[src/mqf_pkg.sv]
// Summary of operation
// - four areas: coils rw, discrete inputs ro, input registers ro, holding registers rw.
// - eight function codes: four reads, two single writes, two multiple writes; the framer builds only the reads and single writes.
// - read query is address, function, start high/low, count high/low, then CRC.
// - coil read uses function 01H with start coil and coil count.
// - discrete input read uses function 02H with start input and count.
// - holding register read uses 03H; answer has byte count, then registers high first.
// - input register read uses 04H; registers return high then low after count.
// - single coil force uses 05H; value FF00 is on, 0000 is off.
// - single register preset uses 06H, address then value, both high byte first.
// - protocol address is point number minus one; point 00001 maps to zero.
// - answer with a different function code and a good CRC is flagged with error 0x0C.
// - answer failing the CRC check is flagged with error 0x0A.
package mqf_pkg;

  // function codes
  localparam logic [7:0] FC_RD_COILS = 8'h01;
  localparam logic [7:0] FC_RD_DISC  = 8'h02;
  localparam logic [7:0] FC_RD_HOLD  = 8'h03;
  localparam logic [7:0] FC_RD_INPUT = 8'h04;
  localparam logic [7:0] FC_WR_COIL  = 8'h05;
  localparam logic [7:0] FC_WR_REG   = 8'h06;
  // multiple writes are known codes but not built by this framer
  localparam logic [7:0] FC_WR_COILS = 8'h0F;
  localparam logic [7:0] FC_WR_REGS  = 8'h10;

  localparam logic [15:0] COIL_ON_VAL  = 16'hFF00;
  localparam logic [15:0] COIL_OFF_VAL = 16'h0000;
  localparam logic [15:0] PT_BASE      = 16'h0001;

  // result codes
  localparam logic [7:0] ERR_NONE    = 8'h00;
  localparam logic [7:0] ERR_CRC     = 8'h0A;
  localparam logic [7:0] ERR_FC      = 8'h0C;
  localparam logic [7:0] ERR_ECHO    = 8'h0D;
  localparam logic [7:0] ERR_LEN     = 8'h0E;
  localparam logic [7:0] ERR_TIMEOUT = 8'h0F;

  localparam logic [15:0] CRC_INIT = 16'hFFFF;
  localparam logic [15:0] CRC_POLY = 16'hA001;

  // frame layout
  localparam int QRY_BYTES   = 6;
  localparam int FRAME_BYTES = 8;
  localparam int IDX_FC      = 1;
  localparam int IDX_BCNT    = 2;
  localparam int IDX_DATA    = 3;
  localparam int RD_OVERHEAD = 5;
  localparam int RX_CNT_W    = 9;

  // answer timeout
  localparam int CLK_MHZ         = 200;
  localparam int RSP_TIMEOUT_US  = 1000;
  localparam int RSP_TIMEOUT_CYC = RSP_TIMEOUT_US * CLK_MHZ;

  typedef enum logic [2:0] {
    OP_RD_COILS,
    OP_RD_DISC,
    OP_RD_HOLD,
    OP_RD_INPUT,
    OP_WR_COIL,
    OP_WR_REG
  } mqf_op_t;

  typedef struct packed {
    mqf_op_t     op;
    logic [7:0]  slave;
    logic [15:0] point;
    logic [15:0] value;
    logic        coil_on;
  } mqf_cmd_t;

  typedef struct packed {
    logic       err;
    logic [7:0] code;
  } mqf_rsl_t;

endpackage

[src/mqf_crc16.sv]
`timescale 1ns/1ps
module mqf_crc16 (
  input  wire logic        clk,
  input  wire logic        arst_n,
  input  wire logic        init,
  input  wire logic        en,
  input  wire logic [7:0]  data,
  output logic      [15:0] crc,
  output logic      [15:0] crc_nxt
);

  logic [15:0] crc_ff;

  // reflected crc, one byte per cycle
  function automatic logic [15:0] crc_step(input logic [15:0] c, input logic [7:0] d);
    logic [15:0] r;
    r = c ^ {8'h00, d};
    for (int i = 0; i < 8; i++) begin
      r = r[0] ? ((r >> 1) ^ mqf_pkg::CRC_POLY) : (r >> 1);
    end
    return r;
  endfunction

  always_comb begin
    crc_nxt = crc_step(crc_ff, data);
  end

  // init wins over en so a new frame never inherits old state
  always_ff @(posedge clk or negedge arst_n) begin
    if (!arst_n) begin
      crc_ff <= mqf_pkg::CRC_INIT;
    end else if (init) begin
      crc_ff <= mqf_pkg::CRC_INIT;
    end else if (en) begin
      crc_ff <= crc_nxt;
    end
  end

  assign crc = crc_ff;

endmodule

[src/mqf_pt_map.sv]
`timescale 1ns/1ps
module mqf_pt_map (
  input  wire mqf_pkg::mqf_op_t op,
  input  wire logic [15:0]      point,
  input  wire logic [15:0]      value,
  input  wire logic             coil_on,
  output logic      [7:0]       fc,
  output logic      [15:0]      addr,
  output logic      [15:0]      field
);

  // point 00001 of each area is protocol address zero
  always_comb begin
    addr = point - mqf_pkg::PT_BASE;
  end

  // area and access kind pick the code; count or value goes in the field
  always_comb begin
    fc    = mqf_pkg::FC_RD_COILS;
    field = value;
    case (op)
      mqf_pkg::OP_RD_COILS: fc = mqf_pkg::FC_RD_COILS;
      mqf_pkg::OP_RD_DISC:  fc = mqf_pkg::FC_RD_DISC;
      mqf_pkg::OP_RD_HOLD:  fc = mqf_pkg::FC_RD_HOLD;
      mqf_pkg::OP_RD_INPUT: fc = mqf_pkg::FC_RD_INPUT;
      mqf_pkg::OP_WR_COIL: begin
        fc    = mqf_pkg::FC_WR_COIL;
        field = coil_on ? mqf_pkg::COIL_ON_VAL : mqf_pkg::COIL_OFF_VAL;
      end
      mqf_pkg::OP_WR_REG:   fc = mqf_pkg::FC_WR_REG;
      default:              fc = mqf_pkg::FC_RD_COILS;
    endcase
  end

endmodule

[src/mqf_query_framer.sv]
`timescale 1ns/1ps
module mqf_query_framer #(
  parameter int RSP_TIMEOUT_CYC = mqf_pkg::RSP_TIMEOUT_CYC
) (
  input  wire logic              clk,
  input  wire logic              arst_n,
  input  wire mqf_pkg::mqf_cmd_t cmd,
  input  wire logic              cmd_valid,
  output logic                   cmd_ready,
  output logic     [7:0]         tx_data,
  output logic                   tx_valid,
  input  wire logic              tx_ready,
  input  wire logic [7:0]        rx_data,
  input  wire logic              rx_valid,
  input  wire logic              rx_end,
  output logic     [7:0]         rsp_data,
  output logic                   rsp_valid,
  output logic                   done,
  output mqf_pkg::mqf_rsl_t      result
);

  localparam int TMO_W = $clog2(RSP_TIMEOUT_CYC + 1);
  localparam logic [TMO_W-1:0] TMO_LAST = TMO_W'(RSP_TIMEOUT_CYC - 1);
  localparam logic [2:0] TX_LAST_QRY = 3'(mqf_pkg::QRY_BYTES - 1);
  localparam logic [2:0] TX_CRC_HI   = 3'(mqf_pkg::QRY_BYTES);
  localparam logic [2:0] TX_LAST     = 3'(mqf_pkg::FRAME_BYTES - 1);
  localparam logic [mqf_pkg::RX_CNT_W-1:0] RX_FC   = mqf_pkg::RX_CNT_W'(mqf_pkg::IDX_FC);
  localparam logic [mqf_pkg::RX_CNT_W-1:0] RX_BCNT = mqf_pkg::RX_CNT_W'(mqf_pkg::IDX_BCNT);
  localparam logic [mqf_pkg::RX_CNT_W-1:0] RX_DATA = mqf_pkg::RX_CNT_W'(mqf_pkg::IDX_DATA);
  localparam logic [mqf_pkg::RX_CNT_W-1:0] RX_OVH  = mqf_pkg::RX_CNT_W'(mqf_pkg::RD_OVERHEAD);
  localparam logic [mqf_pkg::RX_CNT_W-1:0] RX_WLEN = mqf_pkg::RX_CNT_W'(mqf_pkg::FRAME_BYTES);
  localparam logic [mqf_pkg::RX_CNT_W-1:0] RX_QLEN = mqf_pkg::RX_CNT_W'(mqf_pkg::QRY_BYTES);
  localparam logic [mqf_pkg::RX_CNT_W-1:0] RX_MAX  = '1;

  if (RSP_TIMEOUT_CYC < 2) begin : g_bad_timeout
    $error("answer timeout must be at least two cycles");
  end

  typedef enum logic [1:0] {ST_IDLE, ST_SEND, ST_WAIT, ST_SKIP} mqf_state_t;

  mqf_state_t                  state_ff;
  logic [7:0]                  qry_ff [mqf_pkg::QRY_BYTES];
  logic [2:0]                  tx_idx_ff;
  logic [7:0]                  tx_data_ff;
  logic                        tx_valid_ff;
  logic                        cmd_ready_ff;
  logic                        is_read_ff;
  logic [mqf_pkg::RX_CNT_W-1:0] rx_cnt_ff;
  logic [7:0]                  bcnt_ff;
  logic                        fc_bad_ff;
  logic                        echo_bad_ff;
  logic [TMO_W-1:0]            tmo_ff;
  logic [7:0]                  rsp_data_ff;
  logic                        rsp_valid_ff;
  logic                        done_ff;
  mqf_pkg::mqf_rsl_t           result_ff;
  mqf_pkg::mqf_rsl_t           nxt_result;

  logic        cmd_hs;
  logic        tx_hs;
  logic        rx_take;
  logic        rx_foreign;
  logic        frame_end;
  logic        tmo_hit;
  logic        crc_init;
  logic        crc_en;
  logic [7:0]  crc_data;
  logic [15:0] crc_val;
  logic [15:0] crc_nxt;
  logic [7:0]  map_fc;
  logic [15:0] map_addr;
  logic [15:0] map_field;
  logic [mqf_pkg::RX_CNT_W-1:0] rd_len;

  mqf_pt_map u_map (
    .op      (cmd.op),
    .point   (cmd.point),
    .value   (cmd.value),
    .coil_on (cmd.coil_on),
    .fc      (map_fc),
    .addr    (map_addr),
    .field   (map_field)
  );

  // one engine serves both directions since they never overlap
  mqf_crc16 u_crc (
    .clk     (clk),
    .arst_n  (arst_n),
    .init    (crc_init),
    .en      (crc_en),
    .data    (crc_data),
    .crc     (crc_val),
    .crc_nxt (crc_nxt)
  );

  // handshakes and frame events
  assign cmd_hs     = cmd_valid & cmd_ready_ff;
  assign tx_hs      = tx_valid_ff & tx_ready;
  assign rx_foreign = (rx_cnt_ff == '0) & (rx_data != qry_ff[0]);
  assign rx_take    = (state_ff == ST_WAIT) & rx_valid & ~rx_foreign;
  assign frame_end  = (state_ff == ST_WAIT) & rx_end & (rx_cnt_ff != '0);
  assign tmo_hit    = ((state_ff == ST_WAIT && rx_cnt_ff == '0) || state_ff == ST_SKIP)
                      && tmo_ff == TMO_LAST;
  assign rd_len     = mqf_pkg::RX_CNT_W'(bcnt_ff) + RX_OVH;
  assign crc_data   = (state_ff == ST_SEND) ? tx_data_ff : rx_data;
  assign crc_en     = ((state_ff == ST_SEND) & tx_hs & (tx_idx_ff <= TX_LAST_QRY))
                      | rx_take;
  assign crc_init   = cmd_hs | (tx_hs & (tx_idx_ff == TX_LAST))
                      | ((state_ff == ST_SKIP) & rx_end);

  // crc residue of a whole good frame is zero, so it is checked first
  always_comb begin
    nxt_result = '{err: 1'b0, code: mqf_pkg::ERR_NONE};
    if (crc_val != 16'h0000) begin
      nxt_result = '{err: 1'b1, code: mqf_pkg::ERR_CRC};
    end else if (fc_bad_ff) begin
      nxt_result = '{err: 1'b1, code: mqf_pkg::ERR_FC};
    end else if (is_read_ff ? (rx_cnt_ff != rd_len) : (rx_cnt_ff != RX_WLEN)) begin
      nxt_result = '{err: 1'b1, code: mqf_pkg::ERR_LEN};
    end else if (echo_bad_ff) begin
      nxt_result = '{err: 1'b1, code: mqf_pkg::ERR_ECHO};
    end
  end

  // main sequence
  always_ff @(posedge clk or negedge arst_n) begin
    if (!arst_n) begin
      state_ff <= ST_IDLE;
    end else begin
      case (state_ff)
        ST_IDLE: if (cmd_hs) state_ff <= ST_SEND;
        ST_SEND: if (tx_hs && tx_idx_ff == TX_LAST) state_ff <= ST_WAIT;
        ST_WAIT: begin
          if (frame_end || tmo_hit) begin
            state_ff <= ST_IDLE;
          end else if (rx_valid && rx_foreign) begin
            state_ff <= ST_SKIP;
          end
        end
        ST_SKIP: begin
          if (tmo_hit) begin
            state_ff <= ST_IDLE;
          end else if (rx_end) begin
            state_ff <= ST_WAIT;
          end
        end
        default: state_ff <= ST_IDLE;
      endcase
    end
  end

  // registered ready so the command port sees a clean level
  always_ff @(posedge clk or negedge arst_n) begin
    if (!arst_n) begin
      cmd_ready_ff <= 1'b1;
    end else if (cmd_hs) begin
      cmd_ready_ff <= 1'b0;
    end else if (frame_end || tmo_hit) begin
      cmd_ready_ff <= 1'b1;
    end
  end

  // query image, kept for the echo compare
  always_ff @(posedge clk or negedge arst_n) begin
    if (!arst_n) begin
      for (int i = 0; i < mqf_pkg::QRY_BYTES; i++) begin
        qry_ff[i] <= 8'h00;
      end
      is_read_ff <= 1'b0;
    end else if (cmd_hs) begin
      qry_ff[0]  <= cmd.slave;
      qry_ff[1]  <= map_fc;
      qry_ff[2]  <= map_addr[15:8];
      qry_ff[3]  <= map_addr[7:0];
      qry_ff[4]  <= map_field[15:8];
      qry_ff[5]  <= map_field[7:0];
      is_read_ff <= (cmd.op != mqf_pkg::OP_WR_COIL) && (cmd.op != mqf_pkg::OP_WR_REG);
    end
  end

  // byte feeder; crc low goes out first, taken from the live next value
  always_ff @(posedge clk or negedge arst_n) begin
    if (!arst_n) begin
      tx_data_ff  <= 8'h00;
      tx_valid_ff <= 1'b0;
      tx_idx_ff   <= 3'h0;
    end else if (cmd_hs) begin
      tx_data_ff  <= cmd.slave;
      tx_valid_ff <= 1'b1;
      tx_idx_ff   <= 3'h0;
    end else if (tx_hs) begin
      tx_idx_ff <= tx_idx_ff + 3'h1;
      if (tx_idx_ff < TX_LAST_QRY) begin
        tx_data_ff <= qry_ff[tx_idx_ff + 3'h1];
      end else if (tx_idx_ff == TX_LAST_QRY) begin
        tx_data_ff <= crc_nxt[7:0];
      end else if (tx_idx_ff == TX_CRC_HI) begin
        tx_data_ff <= crc_val[15:8];
      end else begin
        tx_valid_ff <= 1'b0;
      end
    end
  end

  // receive bookkeeping; a foreign frame leaves no trace
  always_ff @(posedge clk or negedge arst_n) begin
    if (!arst_n) begin
      rx_cnt_ff   <= '0;
      bcnt_ff     <= 8'h00;
      fc_bad_ff   <= 1'b0;
      echo_bad_ff <= 1'b0;
    end else if (state_ff != ST_WAIT) begin
      rx_cnt_ff   <= '0;
      fc_bad_ff   <= 1'b0;
      echo_bad_ff <= 1'b0;
    end else if (rx_take) begin
      if (rx_cnt_ff != RX_MAX) begin
        rx_cnt_ff <= rx_cnt_ff + 1'b1;
      end
      if (rx_cnt_ff == RX_FC && rx_data != qry_ff[mqf_pkg::IDX_FC]) begin
        fc_bad_ff <= 1'b1;
      end
      if (rx_cnt_ff == RX_BCNT) begin
        bcnt_ff <= rx_data;
      end
      if (!is_read_ff && rx_cnt_ff < RX_QLEN && rx_data != qry_ff[rx_cnt_ff[2:0]]) begin
        echo_bad_ff <= 1'b1;
      end
    end
  end

  // payload bytes pass on in arrival order, high byte of each word first
  always_ff @(posedge clk or negedge arst_n) begin
    if (!arst_n) begin
      rsp_data_ff  <= 8'h00;
      rsp_valid_ff <= 1'b0;
    end else begin
      rsp_valid_ff <= rx_take && is_read_ff && !fc_bad_ff && rx_cnt_ff >= RX_DATA
                      && rx_cnt_ff < rd_len - 2'd2;
      if (rx_take) begin
        rsp_data_ff <= rx_data;
      end
    end
  end

  // no-answer watchdog, cleared by each accepted answer byte; foreign bytes do not clear it
  always_ff @(posedge clk or negedge arst_n) begin
    if (!arst_n) begin
      tmo_ff <= '0;
    end else if (state_ff == ST_IDLE || state_ff == ST_SEND || rx_take) begin
      tmo_ff <= '0;
    end else if (!tmo_hit) begin
      tmo_ff <= tmo_ff + 1'b1;
    end
  end

  // outcome, one pulse per query
  always_ff @(posedge clk or negedge arst_n) begin
    if (!arst_n) begin
      done_ff   <= 1'b0;
      result_ff <= '{err: 1'b0, code: mqf_pkg::ERR_NONE};
    end else begin
      done_ff <= frame_end | tmo_hit;
      if (frame_end) begin
        result_ff <= nxt_result;
      end else if (tmo_hit) begin
        result_ff <= '{err: 1'b1, code: mqf_pkg::ERR_TIMEOUT};
      end
    end
  end

  assign cmd_ready = cmd_ready_ff;
  assign tx_data   = tx_data_ff;
  assign tx_valid  = tx_valid_ff;
  assign rsp_data  = rsp_data_ff;
  assign rsp_valid = rsp_valid_ff;
  assign done      = done_ff;
  assign result    = result_ff;

  // checks
  property p_first_byte;
    @(posedge clk) disable iff (!arst_n)
    cmd_hs |=> tx_valid_ff && tx_data_ff == $past(cmd.slave);
  endproperty
  a_first_byte: assert property (p_first_byte) else $error("first byte not slave address");

  property p_fc_coils;
    @(posedge clk) disable iff (!arst_n)
    cmd_hs && cmd.op == mqf_pkg::OP_RD_COILS |=> qry_ff[1] == mqf_pkg::FC_RD_COILS;
  endproperty
  a_fc_coils: assert property (p_fc_coils) else $error("coil read code wrong");

  property p_fc_disc;
    @(posedge clk) disable iff (!arst_n)
    cmd_hs && cmd.op == mqf_pkg::OP_RD_DISC |=> qry_ff[1] == mqf_pkg::FC_RD_DISC;
  endproperty
  a_fc_disc: assert property (p_fc_disc) else $error("input read code wrong");

  property p_fc_hold;
    @(posedge clk) disable iff (!arst_n)
    cmd_hs && cmd.op == mqf_pkg::OP_RD_HOLD
    |=> qry_ff[1] == mqf_pkg::FC_RD_HOLD && {qry_ff[4], qry_ff[5]} == $past(cmd.value);
  endproperty
  a_fc_hold: assert property (p_fc_hold) else $error("holding read query wrong");

  property p_fc_input;
    @(posedge clk) disable iff (!arst_n)
    cmd_hs && cmd.op == mqf_pkg::OP_RD_INPUT |=> qry_ff[1] == mqf_pkg::FC_RD_INPUT;
  endproperty
  a_fc_input: assert property (p_fc_input) else $error("input register code wrong");

  property p_coil_val;
    @(posedge clk) disable iff (!arst_n)
    cmd_hs && cmd.op == mqf_pkg::OP_WR_COIL |=> qry_ff[1] == mqf_pkg::FC_WR_COIL
    && {qry_ff[4], qry_ff[5]} == ($past(cmd.coil_on) ? 16'hFF00 : 16'h0000);
  endproperty
  a_coil_val: assert property (p_coil_val) else $error("coil force value wrong");

  property p_reg_val;
    @(posedge clk) disable iff (!arst_n)
    cmd_hs && cmd.op == mqf_pkg::OP_WR_REG ##1 tx_hs [*6]
    |-> tx_data_ff == $past(cmd.value[7:0], 6)
        && $past(tx_data_ff) == $past(cmd.value[15:8], 6);
  endproperty
  a_reg_val: assert property (p_reg_val) else $error("preset value order wrong");

  property p_addr_map;
    @(posedge clk) disable iff (!arst_n)
    cmd_hs |=> {qry_ff[2], qry_ff[3]} == $past(cmd.point) - 16'h0001;
  endproperty
  a_addr_map: assert property (p_addr_map) else $error("point to address wrong");

  property p_fc_err;
    @(posedge clk) disable iff (!arst_n)
    frame_end && crc_val == 16'h0000 && fc_bad_ff |=> done_ff && result_ff.code == 8'h0C;
  endproperty
  a_fc_err: assert property (p_fc_err) else $error("function mismatch not flagged");

  property p_crc_err;
    @(posedge clk) disable iff (!arst_n)
    frame_end && crc_val != 16'h0000 |=> done_ff && result_ff.err && result_ff.code == 8'h0A;
  endproperty
  a_crc_err: assert property (p_crc_err) else $error("crc error not flagged");

  property p_crc_ok;
    @(posedge clk) disable iff (!arst_n)
    tx_hs && tx_idx_ff == TX_CRC_HI |-> tx_data_ff == crc_val[7:0];
  endproperty
  a_crc_ok: assert property (p_crc_ok) else $error("crc low byte not sent first");

  property p_foreign;
    @(posedge clk) disable iff (!arst_n)
    state_ff == ST_WAIT && rx_valid && rx_foreign && !rx_end
    |=> state_ff == ST_SKIP && !rsp_valid_ff && rx_cnt_ff == '0;
  endproperty
  a_foreign: assert property (p_foreign) else $error("foreign answer not discarded");

  c_read_ok: cover property (@(posedge clk) disable iff (!arst_n)
    done_ff && !result_ff.err && is_read_ff);
  c_write_ok: cover property (@(posedge clk) disable iff (!arst_n)
    done_ff && !result_ff.err && !is_read_ff);
  c_crc_bad: cover property (@(posedge clk) disable iff (!arst_n)
    done_ff && result_ff.code == mqf_pkg::ERR_CRC);
  c_skip: cover property (@(posedge clk) disable iff (!arst_n)
    state_ff == ST_SKIP ##1 state_ff == ST_WAIT);

endmodule

[config.mk]
export PLATFORM = sky130hd
export DESIGN_NAME = mqf_query_framer
export DESIGN_NICKNAME = d
export VERILOG_FILES = /design/src/mqf_pkg.sv /design/src/mqf_crc16.sv /design/src/mqf_pt_map.sv /design/src/mqf_query_framer.sv
export SDC_FILE = /design/constraint.sdc
export NUM_CORES = 1
export LEC_CHECK = 0
export BUFFER_PORTS_ARGS = -buffer_cell sky130_fd_sc_hd__buf_2
export CELL_PAD_IN_SITES_DETAIL_PLACEMENT = 0
export CELL_PAD_IN_SITES_GLOBAL_PLACEMENT = 2
export CORE_MARGIN = 4
export CORE_UTILIZATION = 40
export DETAILED_ROUTE_END_ITERATION = 6
export GPL_TIMING_DRIVEN = 0
export PLACE_DENSITY = 0.94
export SLEW_MARGIN = 30
export SYNTH_ARGS = -nofsm -noshare
export SYNTH_HDL_FRONTEND = slang
export SYNTH_HIERARCHICAL = 1
export SYNTH_SLANG_ARGS = --single-unit
[constraint.sdc]
create_clock -name clk -period 8.8 [get_ports clk]
set_input_delay 0.88 -clock clk [delete_from_list [all_inputs] [get_ports clk]]
set_output_delay 0.88 -clock clk [all_outputs]
set_load 0.01 [all_outputs]
==> metrics.txt <==
CTS H-tree lvls 4; Starting Density 40.63%; max-cap violation count 0; area delta synth->final 16.76%; Sequential Area 3299 µm²; Worst Path Buf+Inv 6; Filler cells 2,044; synthesized instance count 929; DPL Wire Length 17.85 mm; WP data required 9140 ps; Reg clk slew, reported paths 60 ps; final worst path period share 47.75%; final net count 1,112; largest net degree at the start of global routing 63; RSZ-0062 raised after global routing no; initial DRC count 497; initial antenna violation count 0; vias in the first global route 6,872; CTS buffer count 17; Clock Tree Buf Depth 2; CTS tree built; Reg2Reg Launch Point rx_cnt_ff[0]; status finished clean; critical path launch point type flip-flop; Clock Skew 8.713 ps; Min Clock Period, post-route 4202 ps; diodes inserted 0; Critical-path top delay cell buf_1; CTS Hold Bufs 0; busiest grt layer met2; Slew HR 48.87%; post-DR vias/cell 5.283; Crit Path Class reg -> reg; Hold Fails Final Rpt 0; final WL 23.46 mm; Max FO, Critical Path 10; Multi-input gate area 4865 µm²; Hold/Removal Path Class in -> async; met3 usage 3.715%; vias after detailed routing 6,979; GRT met1 Usage 27.90%; Die Height 154.1 µm; Synthesis Warnings 6; synthesized area per cell 9.195 µm²; layout cell share with drive strength beyond 1 21.03%; CP delay by family, top buffers and inverters; r2r setup slk 4600 ps; pre-CTS WS 4602 ps; total grt overflow 0; most used cell, CP clkbuf_1; Post CTS Setup Buffer Count 0; Reg2Reg Capture Point u_crc/crc[10]; Power per Cell Area 273.2 nW/µm²; Routed Antenna Nets 0; Slew Viols, Final 0; Critical Path Max Stage Delay 640 ps; Die W 154.1 µm; Die Area 23,760 µm²; met2 Track Usage GR 32.11%; Final WS setup 4598 ps; R2R cell count 13; number of buffers added on ports 76; Final Setup Violations 0; Worst Path Arrival 4540 ps; mapped cell area 8542 µm²; worst path cell trace clkbuf_1, buf_1, inv_1, ha_1, o21ai_0, o21ai_1, clkbuf_1, nand2_1, clkbuf_1, clkbuf_1, nand2_1, o21ai_1, nand2_1; DP Area 9358 µm²; static leakage 4.503 nW; core region area 21,020 µm²; iteration count of the initial detailed-routing pass 5; first-pass GRT wire length 37.98 mm; fmax 238.0 MHz; Rows 53; post-cts sizing count 0; Design Area, Final 9973 µm²; Worst VDD drop 0.0001509 V; final estimated routing congestion in global placement 0.8748; Remaining DRCs 0; endpoint class of the critical path flip-flop; setup TNS 0 ps; boundary pin count 87; worst slew pin tran 766.9 ps; CTS Root Cell clkbuf_16; total track usage 20.19%; clk_lat worst skew 420 ps; Clock Sink Count 131; WL/cell 17.76 µm
## worst reg2reg max path: cells and delay by family, from the launching register on
kind	cells	cell delay [ps]
simple gates	3	290
compound gates	3	660
buf+inv	6	2520
fa+ha+maj	1	290
flops	1	370
## routing by layer
layer / routed length, µm / vias up
met2: 10990 / 201
li1: - / 3398
met1: 10770 / 3338
met4: 558 / 0
met5: 0 / -
met3: 1133 / 42
## how the worst max path moves through the flow
stage	slack [ps]	end	startpoint	depth (start not counted)
floorplan	5460	tx_data[0]	state_ff[1]	12
global placement	4520	u_crc/crc[10]	rx_data[7]	12
detailed placement	4600	u_crc/crc[10]	rx_data[7]	12
CTS	4650	u_crc/crc[10]	rx_cnt_ff[0]	13
global route	4150	u_crc/crc[10]	rx_cnt_ff[0]	13
finish	4600	u_crc/crc[10]	rx_cnt_ff[0]	13
## cell usage in the layout, fill, tap and decap left out, types with 8 or more instances in the layout
cell,instances
xnor2_1,57
buf_2,79
ha_1,21
dfrtp_1,114
mux2_2,35
xor2_1,34
buf_4,15
a222oi_1,8
inv_1,27
nor4_1,9
nand4_1,11
nor3_1,19
clkbuf_16,17
o21ai_0,15
a21oi_1,25
nand2_1,195
nand3_1,18
and3_1,10
a21o_1,9
mux2i_1,29
and2_1,17
o22ai_1,8
clkbuf_1,36
o21ai_1,10
mux4_2,14
nor2_1,78
conb_1,9
dfstp_2,17
## state kept, by name, summed over array words and instances (netlist names), 4 cells and up
register	count
qry_ff	48
tmo_ff	18
u_crc/crc	16
rx_cnt_ff	9
bcnt_ff	8
rsp_data	8
tx_data	8
result	4
## per-stage QoR
stage	utilization (%)	power [W]	instances	hold slack, ps
CTS	47.44	0.002733	1321	285.2
finish	47.44	0.002725	1321	292.2
detailed placement	44.52	0.001988	1289	491.4
global placement	44.21	0.001974	1287	483.9
global route	47.44	0.002895	1321	298.9
floorplan	-	0.001696	936	457.7
## power breakdown
group / total [W] / switching (W) / internal, W
logic: 0.00109 / 0.000571 / 0.000518
registers: 0.000901 / 0.000149 / 0.000752
clock network: 0.000736 / 0.000279 / 0.000457
total: 0.00273 / 0.000999 / 0.00173
## cell type report
cell class,count,area share [%]
multi-input cells,714,48.78
clock buffers,22,4.955
flip-flops and latches,131,33.08
repair buffers,78,4.466
well taps,275,3.450
inverters,28,1.054
clock inverters,10,1.217
plain buffers,63,2.998
No activity file was read; power rests on OpenSTA's default activity.
